===== config.mk =====
export PLATFORM = sky130hd
export DESIGN_NAME = fiqd_core
export DESIGN_NICKNAME = d
export VERILOG_FILES = /design/src/hdl/fiqd_pkg.sv /design/src/hdl/fiqd_core.sv
export SDC_FILE = /design/constraint.sdc
export NUM_CORES = 2
export LEC_CHECK = 0
export ABC_AREA = 0
export BUFFER_PORTS_ARGS = -buffer_cell sky130_fd_sc_hd__buf_2
export CAP_MARGIN = 20
export CORE_ASPECT_RATIO = 0.9
export CORE_UTILIZATION = 25
export CTS_CLUSTER_SIZE = 25
export DETAILED_ROUTE_END_ITERATION = 16
export GPL_TIMING_DRIVEN = 0
export RECOVER_POWER = 50
export SLEW_MARGIN = 20
export SYNTH_ARGS = -nofsm -noshare
export SYNTH_HDL_FRONTEND = slang
export SYNTH_SLANG_ARGS = --single-unit

===== constraint.sdc =====
create_clock -name sys_clk -period 7.5 [get_ports sys_clk]
set_input_delay 1.5 -clock sys_clk [delete_from_list [all_inputs] [get_ports sys_clk]]
set_output_delay 1.5 -clock sys_clk [all_outputs]
set_load 0.02 [all_outputs]

===== src/hdl/fiqd_pkg.sv =====
package fiqd_pkg;

	// ----------------------------------------
	// Timing counts, in FPU clocks
	// ----------------------------------------
	localparam int CYC_W        = 7;
	localparam int HANDOVER_CYC = 2;
	localparam int CYC_POW2_MIN = 92;
	localparam int CYC_POW2_MAX = 108;
	localparam int CYC_ABS      = 2;
	localparam int CYC_CHS      = 2;
	localparam int CYC_FLOAT_ADD_OP_MIN = 4;
	localparam int CYC_FLOAT_ADD_OP_MAX = 9;
	localparam int CYC_IADD_MIN = 8;
	localparam int CYC_IADD_MAX = 14;
	localparam int CYC_CLR_WAIT = 5;
	localparam int CYC_CLR_NOW  = 3;
	localparam int CYC_CMOV     = 4;
	localparam int CYC_UNSUP    = 1;

	// ----------------------------------------
	// Opcode bytes and fault vectors
	// ----------------------------------------
	localparam logic [7:0] OP_D8    = 8'hd8;
	localparam logic [7:0] OP_D9    = 8'hd9;
	localparam logic [7:0] OP_DA    = 8'hda;
	localparam logic [7:0] OP_DB    = 8'hdb;
	localparam logic [7:0] OP_DC    = 8'hdc;
	localparam logic [7:0] OP_DD    = 8'hdd;
	localparam logic [7:0] OP_DE    = 8'hde;
	localparam logic [7:0] OP_DF    = 8'hdf;
	localparam logic [7:0] MR_POW2  = 8'hf0;
	localparam logic [7:0] MR_ABS   = 8'he1;
	localparam logic [7:0] MR_CHS   = 8'he0;
	localparam logic [7:0] MR_CLEX  = 8'he2;
	localparam logic [7:0] FAULT_GP = 8'h0d;
	localparam logic [7:0] FAULT_SS = 8'h0c;
	localparam int         SIGN_BIT = 79;

	// ----------------------------------------
	// Register map and status fields
	// ----------------------------------------
	localparam logic [7:0] REG_STATUS = 8'h00;
	localparam logic [7:0] REG_SAVED  = 8'h04;
	localparam logic [7:0] REG_SEL    = 8'h08;
	localparam logic [7:0] REG_DLO    = 8'h0c;
	localparam logic [7:0] REG_DMID   = 8'h10;
	localparam logic [7:0] REG_DHI    = 8'h14;
	localparam int ST_EXC_LSB = 0;
	localparam int ST_TOP_LSB = 11;
	localparam int ST_BUSY    = 15;
	localparam int ST_CNT_LSB = 16;
	localparam int ST_SAVED   = 19;
	localparam int ST_UNSUP   = 20;

	// ----------------------------------------
	// Types
	// ----------------------------------------
	typedef enum logic [2:0] {
		FMT_INT16, FMT_INT32, FMT_INT64, FMT_REAL32,
		FMT_REAL64, FMT_REAL80, FMT_BCD, FMT_NONE
	} fiqd_fmt_t;
	typedef enum logic [2:0] {
		HS_IDLE = 3'h1, HS_DLY = 3'h2, HS_MEM = 3'h4
	} fiqd_hs_t;
	typedef enum logic [1:0] {
		EX_IDLE = 2'h1, EX_RUN = 2'h2
	} fiqd_ex_t;
	typedef enum logic [2:0] {
		ACT_NONE, ACT_ABS, ACT_CHS, ACT_CLR, ACT_CMOV, ACT_ARITH
	} fiqd_act_t;
	typedef enum logic [1:0] {
		AR_FLOAT_ADD_OP, AR_IADD, AR_POW2
	} fiqd_ar_t;

endpackage


===== src/hdl/fiqd_core.sv =====
// How it works
// - Non-memory float instruction reaches the FPU queue two cycles after detection.
// - Integer side keeps issuing while the FPU executes in parallel.
// - Later float instructions wait in a queue of at most four entries.
// - Exception with instructions still queued saves state for recovery.
// - Protected mode operand violation faults 13; a lone stack limit violation faults 12.
// - Stack top comes from the top pointer field of the status register.
// - Register field n selects the register n places from the stack top.
// - Memory formats: int 16/32/64, real 32/64/80, 18-digit packed BCD.
// - D9 F0 sets stack top to two to its power minus one, 92-108 clocks.
// - D9 E1 makes the stack top absolute in 2 clocks.
// - D9 E0 inverts the stack top sign in 2 clocks.
// - DE register form adds stack top into ST(n) then pops.
// - Waiting clear-exceptions runs after pending work, 5 clocks.
// - Non-waiting clear-exceptions clears flags in 3 clocks.
// - DA moves copy ST(n) to top if CF, ZF, CF or ZF, PF set.
// - DB moves copy if CF clear, ZF clear, both clear, or PF clear.
//
// The address-and-strobe port and the register addresses were left to the implementer.
`timescale 1ns/100ps
`default_nettype none

module fiqd_core #(
	parameter int unsigned DEPTH = 4
) (
	input  wire logic        sys_clk,
	input  wire logic        rst_n,
	input  wire logic        iu_valid,
	input  wire logic [7:0]  iu_op,
	input  wire logic [7:0]  iu_modrm,
	input  wire logic        iu_wait_prefix,
	input  wire logic        iu_has_mem,
	input  wire logic        iu_cf,
	input  wire logic        iu_zf,
	input  wire logic        iu_pf,
	input  wire logic        prot_mode,
	input  wire logic        seg_limit_viol,
	input  wire logic        access_viol,
	input  wire logic        stack_limit_viol,
	output var  logic        iu_ready,
	output var  logic        fault_valid,
	output var  logic [7:0]  fault_vector,
	output var  logic        mem_req,
	output var  logic [2:0]  mem_fmt,
	input  wire logic        mem_valid,
	input  wire logic [79:0] mem_data,
	output var  logic        arith_start,
	output var  logic [1:0]  arith_kind,
	output var  logic [2:0]  arith_fmt,
	output var  logic [79:0] arith_a,
	output var  logic [79:0] arith_b,
	input  wire logic        arith_done,
	input  wire logic [79:0] arith_result,
	input  wire logic [5:0]  arith_exc,
	input  wire logic [7:0]  reg_addr,
	input  wire logic [31:0] reg_wdata,
	input  wire logic        reg_wr,
	input  wire logic        reg_rd,
	output var  logic [31:0] reg_rdata
);

	localparam int PW = (DEPTH > 1) ? $clog2(DEPTH) : 1;
	localparam int CW = $clog2(DEPTH + 1);

	// ----------------------------------------
	// State
	// ----------------------------------------
	fiqd_pkg::fiqd_hs_t  hs;
	fiqd_pkg::fiqd_ex_t  ex_state;
	fiqd_pkg::fiqd_act_t ex_act;
	logic [7:0]  h_op, h_modrm;
	logic [2:0]  h_flags;
	logic        h_wait;
	logic        hs_cnt;
	logic [7:0]  q_op [DEPTH];
	logic [7:0]  q_modrm [DEPTH];
	logic [2:0]  q_flags [DEPTH];
	logic        q_wait [DEPTH];
	logic [79:0] q_mem [DEPTH];
	logic [PW-1:0] wr_ptr, rd_ptr;
	logic [CW-1:0] q_cnt;
	logic [79:0] st [8];
	logic [2:0]  top, ex_dst, ex_src, sel;
	logic [fiqd_pkg::CYC_W-1:0] ex_cnt;
	logic        ex_ar, ex_got, ex_pop, saved, unsup;
	logic [15:0] ex_op;
	logic [18:0] saved_word;
	logic [5:0]  exc;
	logic [79:0] ar_res;

	// Format of a memory operand from opcode and reg field
	function automatic logic [2:0] fmt_of(input logic [7:0] op,
		input logic [2:0] rf);
		case (op)
			fiqd_pkg::OP_D8, fiqd_pkg::OP_D9: fmt_of = fiqd_pkg::FMT_REAL32;
			fiqd_pkg::OP_DC, fiqd_pkg::OP_DD: fmt_of = fiqd_pkg::FMT_REAL64;
			fiqd_pkg::OP_DA: fmt_of = fiqd_pkg::FMT_INT32;
			fiqd_pkg::OP_DB: fmt_of = (rf == 3'h5) ? fiqd_pkg::FMT_REAL80
				: fiqd_pkg::FMT_INT32;
			fiqd_pkg::OP_DE: fmt_of = fiqd_pkg::FMT_INT16;
			fiqd_pkg::OP_DF: fmt_of = (rf == 3'h4) ? fiqd_pkg::FMT_BCD
				: (rf == 3'h5) ? fiqd_pkg::FMT_INT64 : fiqd_pkg::FMT_INT16;
			default: fmt_of = fiqd_pkg::FMT_NONE;
		endcase
	endfunction

	// ----------------------------------------
	// Hand-over from the integer side
	// ----------------------------------------
	wire accept  = iu_valid && iu_ready;
	wire viol    = prot_mode && (seg_limit_viol || access_viol
		|| stack_limit_viol);
	wire go_busy = accept && !(iu_has_mem && viol);
	wire push    = (hs == fiqd_pkg::HS_DLY && !hs_cnt)
		|| (hs == fiqd_pkg::HS_MEM && mem_valid);
	wire pop     = ex_state == fiqd_pkg::EX_IDLE && q_cnt != '0;
	wire next_idle = (hs == fiqd_pkg::HS_IDLE && !go_busy) || push;
	wire [CW-1:0] next_cnt = CW'(q_cnt + CW'(push) - CW'(pop));

	// Hand-over sequencer and fault check
	always_ff @(posedge sys_clk or negedge rst_n) begin
		if (!rst_n) begin
			hs <= fiqd_pkg::HS_IDLE;
			hs_cnt <= 1'b0;
			mem_req <= 1'b0;
			mem_fmt <= fiqd_pkg::FMT_NONE;
			fault_valid <= 1'b0;
			fault_vector <= 8'h00;
			h_op <= 8'h00;
			h_modrm <= 8'h00;
			h_flags <= 3'h0;
			h_wait <= 1'b0;
		end else begin
			fault_valid <= 1'b0;
			case (hs)
				fiqd_pkg::HS_IDLE: if (accept) begin
					h_op <= iu_op;
					h_modrm <= iu_modrm;
					h_flags <= {iu_pf, iu_zf, iu_cf};
					h_wait <= iu_wait_prefix;
					if (iu_has_mem && viol) begin
						fault_valid <= 1'b1;
						fault_vector <= (stack_limit_viol && !seg_limit_viol
							&& !access_viol) ? fiqd_pkg::FAULT_SS
							: fiqd_pkg::FAULT_GP;
					end else if (iu_has_mem) begin
						hs <= fiqd_pkg::HS_MEM;
						mem_req <= 1'b1;
						mem_fmt <= fmt_of(iu_op, iu_modrm[5:3]);
					end else begin
						hs <= fiqd_pkg::HS_DLY;
						hs_cnt <= 1'(fiqd_pkg::HANDOVER_CYC - 1);
					end
				end
				fiqd_pkg::HS_DLY: begin
					if (!hs_cnt) hs <= fiqd_pkg::HS_IDLE;
					hs_cnt <= 1'b0;
				end
				fiqd_pkg::HS_MEM: if (mem_valid) begin
					mem_req <= 1'b0;
					hs <= fiqd_pkg::HS_IDLE;
				end
				default: hs <= fiqd_pkg::HS_IDLE;
			endcase
		end
	end

	// Ready to integer side; low only while busy or queue full
	always_ff @(posedge sys_clk or negedge rst_n) begin
		if (!rst_n) iu_ready <= 1'b0;
		else iu_ready <= next_idle && (next_cnt < CW'(DEPTH));
	end

	// ----------------------------------------
	// Instruction queue
	// ----------------------------------------
	genvar g;
	generate
		for (g = 0; g < DEPTH; g++) begin : g_q
			always_ff @(posedge sys_clk) begin
				if (push && wr_ptr == PW'(g)) begin
					q_op[g] <= h_op;
					q_modrm[g] <= h_modrm;
					q_flags[g] <= h_flags;
					q_wait[g] <= h_wait;
					q_mem[g] <= mem_data;
				end
			end
		end
	endgenerate

	// Queue pointers and occupancy
	always_ff @(posedge sys_clk or negedge rst_n) begin
		if (!rst_n) begin
			wr_ptr <= '0;
			rd_ptr <= '0;
			q_cnt <= '0;
		end else begin
			if (push) wr_ptr <= (wr_ptr == PW'(DEPTH - 1)) ? '0 : PW'(wr_ptr + 1);
			if (pop) rd_ptr <= (rd_ptr == PW'(DEPTH - 1)) ? '0 : PW'(rd_ptr + 1);
			q_cnt <= next_cnt;
		end
	end

	// ----------------------------------------
	// Decode of the queue head
	// ----------------------------------------
	wire [7:0] hop = q_op[rd_ptr];
	wire [7:0] hm  = q_modrm[rd_ptr];
	wire [2:0] hf  = q_flags[rd_ptr];
	wire [2:0] rf  = hm[5:3];
	wire is_reg    = hm[7:6] == 2'h3;
	wire [2:0] stn = 3'(top + hm[2:0]);
	wire op_d9 = hop == fiqd_pkg::OP_D9;
	wire op_da = hop == fiqd_pkg::OP_DA;
	wire op_db = hop == fiqd_pkg::OP_DB;
	wire op_dc = hop == fiqd_pkg::OP_DC;
	wire op_de = hop == fiqd_pkg::OP_DE;
	wire op_d8 = hop == fiqd_pkg::OP_D8;
	wire d_pow2 = op_d9 && hm == fiqd_pkg::MR_POW2;
	wire d_abs  = op_d9 && hm == fiqd_pkg::MR_ABS;
	wire d_chs  = op_d9 && hm == fiqd_pkg::MR_CHS;
	wire d_clr  = op_db && hm == fiqd_pkg::MR_CLEX;
	wire d_faddr = (op_d8 || op_dc || op_de) && is_reg && rf == 3'h0;
	wire d_faddm = (op_d8 || op_dc) && !is_reg && rf == 3'h0;
	wire d_iadd  = (op_da || op_de) && !is_reg && rf == 3'h0;
	wire d_cmov  = (op_da || op_db) && is_reg && !rf[2];
	// DB forms test the negation of the DA conditions
	wire cond_raw = (rf[1:0] == 2'h0) ? hf[0]
		: (rf[1:0] == 2'h1) ? hf[1]
		: (rf[1:0] == 2'h2) ? (hf[0] || hf[1]) : hf[2];
	wire cmov_ok = cond_raw ^ op_db;
	wire d_arith = d_pow2 || d_faddr || d_faddm || d_iadd;
	wire d_known = d_arith || d_abs || d_chs || d_clr || d_cmov;
	wire fiqd_pkg::fiqd_act_t d_act = d_arith ? fiqd_pkg::ACT_ARITH
		: d_abs ? fiqd_pkg::ACT_ABS : d_chs ? fiqd_pkg::ACT_CHS
		: d_clr ? fiqd_pkg::ACT_CLR
		: (d_cmov && cmov_ok) ? fiqd_pkg::ACT_CMOV : fiqd_pkg::ACT_NONE;
	wire [fiqd_pkg::CYC_W-1:0] d_cyc = fiqd_pkg::CYC_W'(
		d_pow2 ? fiqd_pkg::CYC_POW2_MIN
		: (d_faddr || d_faddm) ? fiqd_pkg::CYC_FLOAT_ADD_OP_MIN
		: d_iadd ? fiqd_pkg::CYC_IADD_MIN
		: d_abs ? fiqd_pkg::CYC_ABS : d_chs ? fiqd_pkg::CYC_CHS
		: d_clr ? (q_wait[rd_ptr] ? fiqd_pkg::CYC_CLR_WAIT
			: fiqd_pkg::CYC_CLR_NOW)
		: d_cmov ? fiqd_pkg::CYC_CMOV : fiqd_pkg::CYC_UNSUP);
	wire [2:0] d_dst = (d_faddr && (op_dc || op_de)) ? stn : top;
	wire d_pop = d_faddr && op_de;
	wire fiqd_pkg::fiqd_ar_t d_ar = d_pow2 ? fiqd_pkg::AR_POW2
		: d_iadd ? fiqd_pkg::AR_IADD : fiqd_pkg::AR_FLOAT_ADD_OP;

	// ----------------------------------------
	// Execution
	// ----------------------------------------
	wire ar_ok  = !ex_ar || ex_got || arith_done;
	wire commit = ex_state == fiqd_pkg::EX_RUN && ex_cnt == '0 && ar_ok;
	wire [79:0] ar_val = arith_done ? arith_result : ar_res;
	wire exc_evt = arith_done && arith_exc != 6'h00;
	wire busy = ex_state != fiqd_pkg::EX_IDLE || q_cnt != '0
		|| hs != fiqd_pkg::HS_IDLE;

	// Execution sequencer; holds each op its documented clock count
	always_ff @(posedge sys_clk or negedge rst_n) begin
		if (!rst_n) begin
			ex_state <= fiqd_pkg::EX_IDLE;
			ex_act <= fiqd_pkg::ACT_NONE;
			ex_cnt <= '0;
			ex_dst <= 3'h0;
			ex_src <= 3'h0;
			ex_pop <= 1'b0;
			ex_ar <= 1'b0;
			ex_got <= 1'b0;
			ex_op <= 16'h0000;
			ar_res <= 80'h0;
		end else begin
			if (arith_done) ar_res <= arith_result;
			case (ex_state)
				fiqd_pkg::EX_IDLE: if (pop) begin
					ex_state <= fiqd_pkg::EX_RUN;
					ex_act <= d_act;
					ex_cnt <= fiqd_pkg::CYC_W'(d_cyc - 1'b1);
					ex_dst <= d_dst;
					ex_src <= stn;
					ex_pop <= d_pop;
					ex_ar <= d_arith;
					ex_got <= 1'b0;
					ex_op <= {hop, hm};
				end
				fiqd_pkg::EX_RUN: begin
					if (arith_done) ex_got <= 1'b1;
					if (ex_cnt != '0) ex_cnt <= ex_cnt - 1'b1;
					else if (ar_ok) ex_state <= fiqd_pkg::EX_IDLE;
				end
				default: ex_state <= fiqd_pkg::EX_IDLE;
			endcase
		end
	end

	// Request to the arithmetic datapath
	always_ff @(posedge sys_clk or negedge rst_n) begin
		if (!rst_n) begin
			arith_start <= 1'b0;
			arith_kind <= fiqd_pkg::AR_FLOAT_ADD_OP;
			arith_fmt <= fiqd_pkg::FMT_NONE;
			arith_a <= 80'h0;
			arith_b <= 80'h0;
		end else begin
			arith_start <= pop && d_arith;
			if (pop && d_arith) begin
				arith_kind <= d_ar;
				arith_fmt <= is_reg ? fiqd_pkg::FMT_REAL80
					: fmt_of(hop, rf);
				arith_a <= st[top];
				arith_b <= is_reg ? st[stn] : q_mem[rd_ptr];
			end
		end
	end

	// Register stack; commit has priority over software loads
	always_ff @(posedge sys_clk) begin
		if (commit) begin
			case (ex_act)
				fiqd_pkg::ACT_ABS: st[ex_dst][fiqd_pkg::SIGN_BIT] <= 1'b0;
				fiqd_pkg::ACT_CHS: st[ex_dst][fiqd_pkg::SIGN_BIT] <=
					~st[ex_dst][fiqd_pkg::SIGN_BIT];
				fiqd_pkg::ACT_CMOV: st[ex_dst] <= st[ex_src];
				fiqd_pkg::ACT_ARITH: st[ex_dst] <= ar_val;
				default: ;
			endcase
		end else if (reg_wr && reg_addr == fiqd_pkg::REG_DLO) begin
			st[sel][31:0] <= reg_wdata;
		end else if (reg_wr && reg_addr == fiqd_pkg::REG_DMID) begin
			st[sel][63:32] <= reg_wdata;
		end else if (reg_wr && reg_addr == fiqd_pkg::REG_DHI) begin
			st[sel][79:64] <= reg_wdata[15:0];
		end
	end

	// ----------------------------------------
	// Status, flags and register port
	// ----------------------------------------
	wire st_wr = reg_wr && reg_addr == fiqd_pkg::REG_STATUS;
	wire [5:0] exc_clr = (commit && ex_act == fiqd_pkg::ACT_CLR) ? 6'h3f
		: st_wr ? reg_wdata[fiqd_pkg::ST_EXC_LSB +: 6] : 6'h00;
	wire [31:0] status_w = (32'(exc) << fiqd_pkg::ST_EXC_LSB)
		| (32'(top) << fiqd_pkg::ST_TOP_LSB)
		| (32'(busy) << fiqd_pkg::ST_BUSY)
		| (32'(q_cnt) << fiqd_pkg::ST_CNT_LSB)
		| (32'(saved) << fiqd_pkg::ST_SAVED)
		| (32'(unsup) << fiqd_pkg::ST_UNSUP);
	wire [31:0] rd_mux = (reg_addr == fiqd_pkg::REG_STATUS) ? status_w
		: (reg_addr == fiqd_pkg::REG_SAVED) ? 32'(saved_word)
		: (reg_addr == fiqd_pkg::REG_SEL) ? 32'(sel)
		: (reg_addr == fiqd_pkg::REG_DLO) ? st[sel][31:0]
		: (reg_addr == fiqd_pkg::REG_DMID) ? st[sel][63:32]
		: (reg_addr == fiqd_pkg::REG_DHI) ? 32'(st[sel][79:64])
		: 32'h0000_0000;

	// Stack top, sticky flags and saved state; hardware set wins
	always_ff @(posedge sys_clk or negedge rst_n) begin
		if (!rst_n) begin
			top <= 3'h0;
			exc <= 6'h00;
			saved <= 1'b0;
			saved_word <= 19'h0_0000;
			unsup <= 1'b0;
			sel <= 3'h0;
			reg_rdata <= 32'h0000_0000;
		end else begin
			if (commit && ex_pop) top <= 3'(top + 1'b1);
			exc <= (exc & ~exc_clr) | (arith_done ? arith_exc : 6'h00);
			if (exc_evt && q_cnt != '0) begin
				saved <= 1'b1;
				saved_word <= {top, ex_op};
			end else if (st_wr && reg_wdata[fiqd_pkg::ST_SAVED]) begin
				saved <= 1'b0;
			end
			if (pop && !d_known) unsup <= 1'b1;
			else if (st_wr && reg_wdata[fiqd_pkg::ST_UNSUP]) unsup <= 1'b0;
			if (reg_wr && reg_addr == fiqd_pkg::REG_SEL) sel <= reg_wdata[2:0];
			reg_rdata <= reg_rd ? rd_mux : 32'h0000_0000;
		end
	end

endmodule

`default_nettype wire


==> impl_metrics.env <==
export IMPL_outcome="finished, violations left"
export IMPL_violations="max-capacitance violations, max-slew violations"
export IMPL_synth_area_top_cells="edfxtp_1 45%, mux4_2 24%, dfrtp_1 14%"
export IMPL_fp_dieH_um=504
export IMPL_hold_viol=0
export IMPL_cp_slowest_cell="mux2i_1"
export IMPL_vdd_drop_max_uv=267
export IMPL_synth_top_area_share=0.446
export IMPL_fp_row_count=183
export IMPL_setup_tns_ns=0
export IMPL_clock_latency_ns=0.88
export IMPL_io_pins=450
export IMPL_syn_avg_cell_area_um2=16.4
export IMPL_netlist_instances=4259
export IMPL_ant_nets=0
export IMPL_synth_area_um2=70000
export IMPL_critPathMaxFanout=10
export IMPL_p_sw_frac=0.356
export IMPL_fin_crit_sh=0.973
export IMPL_critical_path_buf_inv_count=5
export IMPL_core_um2=278000
export IMPL_ys_flop_type="edfxtp_1"
export IMPL_cts_root_buffer="clkbuf_16"
export IMPL_sequentialPowerShare=0.364
export IMPL_ys_seq_elements=1427
export IMPL_wl_met3_mm=43.7
export IMPL_p_leak_nw=27.9
export IMPL_met1_length_mm=112
export IMPL_grt_setup_unrepaired="no"
export IMPL_dpl_hpwl_mm=224
export IMPL_cts_hold_buf=0
export IMPL_placed_cell_area_um2=78500
export IMPL_ys_async_sr_fraction=0.271
export IMPL_firstDrtPassIters=8
export IMPL_post_cts_setup_buffer_count=0
export IMPL_portBuffers=443
export IMPL_report_final_slew_viol_count=551
export IMPL_endpoint_kind="flip-flop"
export IMPL_mostFrequentLayoutCells="1040 x edfxtp_1, 754 x mux4_2, 483 x clkbuf_1"
export IMPL_nets=5184
export IMPL_numCtsBuffers=164
export IMPL_critPathArrivalTime_ns=7.96
export IMPL_setup_viol=0
export IMPL_cts_buffer_depth=4
export IMPL_grt_usage=0.208
export IMPL_final_common_cell="edfxtp_1"
export IMPL_top_layer_used="met5"
export IMPL_cts_clk_slew_worst_paths_ns=0.06
export IMPL_drive_gt1_frac=0.289
export IMPL_synth_edff_count=1040
export IMPL_nFillCells=27700
export IMPL_num_vias=48400
export IMPL_grt_pass1_vias=46700
export IMPL_final_area_um2=83500
export IMPL_layout_setup_ws_ns=0.203
export IMPL_wl_per_cell_um=34.4
export IMPL_period_needed_ns=7.30
export IMPL_drt_iter0_drc=7471
export IMPL_internal_power_mw=18.0
export IMPL_critPathKind="reg -> reg"
export IMPL_gr_total_overflow=0
export IMPL_drv_cap=13
export IMPL_slew_headroom=-1.56
export IMPL_synth_top_area_cell="edfxtp_1"
export IMPL_fp_dieArea_um2=282000
export IMPL_p_per_area_nw_per_um2=335
export IMPL_met2_length_mm=128
export IMPL_area_delta_synth_final_pct=19.2
export IMPL_routabilityCongestion=0.970
export IMPL_start_util=0.252
export IMPL_skew_ns=0.0967
export IMPL_ys_warn_count=0
export IMPL_min_path_type="reg -> reg"
export IMPL_critPathRequiredTime_ns=8.16
export IMPL_synth_cell_types=77
export IMPL_worst_pin_slew_ns=3.83
export IMPL_via_per_inst=5.50
export IMPL_crit_chain="clkbuf_1 -> buf_2 -> mux4_1 -> ha_1 -> fa_1 -> clkbuf_1 -> clkbuf_2 -> clkbuf_2 -> mux4_2 -> mux2i_1 -> nor2_1 -> a21oi_1 -> o21ai_1"
export IMPL_ys_seq_area_frac=0.584
export IMPL_antenna_found_initial=81
export IMPL_die_x_um=560
export IMPL_dp_slack_ns=-0.0605
export IMPL_power_switching_mw=9.98
export IMPL_p_clk_frac=0.295
export IMPL_fmax_mhz=137
export IMPL_crit_path_max_incr_delay_ns=0.85
export IMPL_pwr_share_comb=0.341
export IMPL_cp_top_family="buffers and inverters"
export IMPL_clock_sinks=1427
export IMPL_grt_max_degree=94
export IMPL_startpoint_type="flip-flop"
export IMPL_cts_tree="done"
export IMPL_drt_total_wl_mm=302
export IMPL_htree_levels=4
export IMPL_grt_pass1_wl_mm=403
export IMPL_drc_errors=0
[timing repair]
item | CTS | global route
endpoints found under the hold margin | 0 | 0
setup endpoints to repair | 1 | 0
gates resized for setup | 1 | 0
[area by class of cell]
class / count / area, um2 / share of cell area
tap: 3700 / 4630 / 0.0555
clock inverter: 86 / 906 / 0.0109
sequential: 1427 / 40900 / 0.490
buffer: 336 / 1590 / 0.0190
antenna: 31 / 77.6 / 0.000929
timing repair buffer: 505 / 2980 / 0.0358
inverter: 19 / 76.3 / 0.000915
clock buffer: 208 / 4480 / 0.0537
multi-input combinational: 2481 / 27800 / 0.333
[worst paths after layout]
kind / startpoint / slack [ns] / to / cells after the start
min in group asynchronous: rst_n / 1.98 / arith_b[30] / 1
max reg2reg: rd_ptr[1] / 0.20 / arith_b[25] / 13
max in group asynchronous: rst_n / 1.16 / ar_res[19] / 3
max: rd_ptr[1] / 0.20 / arith_b[25] / 13
min reg2reg: ex_op[12] / 0.47 / ex_op[12] / 2
min: ex_op[12] / 0.47 / ex_op[12] / 2
[stage by stage]
step	hold WS, ns	total power, mW	instances	util
final	0.473	28.0	8793	0.301
after CTS	0.474	28.0	8758	0.302
after global routing	0.494	28.9	8773	0.301
after global placement	0.456	19.6	8406	0.277
after floorplan	0.438	16.0	4263	-
after detailed placement	0.463	19.8	8464	0.283
[power groups by stage]
stage | Clock [mW] | Sequential, mW | Combinational, mW
global placement | 0 | 10.3 | 9.28
global route | 8.60 | 10.2 | 10.0
floorplan | 0 | 10.4 | 5.62
detailed placement | 0 | 10.3 | 9.47
finish | 8.25 | 10.2 | 9.56
CTS | 8.32 | 10.2 | 9.50
[worst min-delay path: stages (launching register included)]
cell and delay [ns]:
dfrtp_1 0.34, nand2_1 0.05, nand2_1 0.05
[synthesized netlist by cell type, drive strengths merged, types with 5 or more instances]
master / count
a21boi: 5
a21oi: 208
a221oi: 8
a22oi: 6
a31oi: 6
a32o: 6
and2: 19
buf: 123
clkbuf: 213
dfrtp: 379
dfstp: 8
edfxtp: 1040
ha: 10
inv: 17
mux2: 107
mux2i: 281
mux4: 758
nand2: 405
nand2b: 9
nand3: 14
nand3b: 5
nor2: 230
nor2b: 14
nor3: 7
o21ai: 271
o22ai: 16
or3: 10
or4: 8
xnor2: 7
[sequential cells by signal (all words and copies together) (netlist names), 4 cells and up]
name        flops
q_mem         320
ar_res         80
q_wait          4
exc             6
q_op           32
q_modrm        32
h_modrm         8
reg_rdata      32
ex_op          16
h_op            8
saved_word     19
arith_a        80
arith_b        80
st            640
q_flags        12
ex_cnt          7
[layer usage]
layer	vias to the layer above	global-route usage
met5	-	0.00456
met4	52	0.104
met3	746	0.0837
met2	3880	0.303
met1	25100	0.266
li1	18600	-
[cell families (layout without fill, tap and decap cells)]
group           after synthesis  count (layout)  share of synthesized area
compound gates              560             560                     0.0438
xor+xnor                     10              10                    0.00125
fa+ha+maj                    12              12                    0.00236
buf+inv                     355            1154                     0.0221
flops                      1427            1427                      0.584
mux                        1146            1146                      0.301
other cells                   1              36                  0.0000535
simple gates                748             748                     0.0449
(Power assumes the default switching activity.)
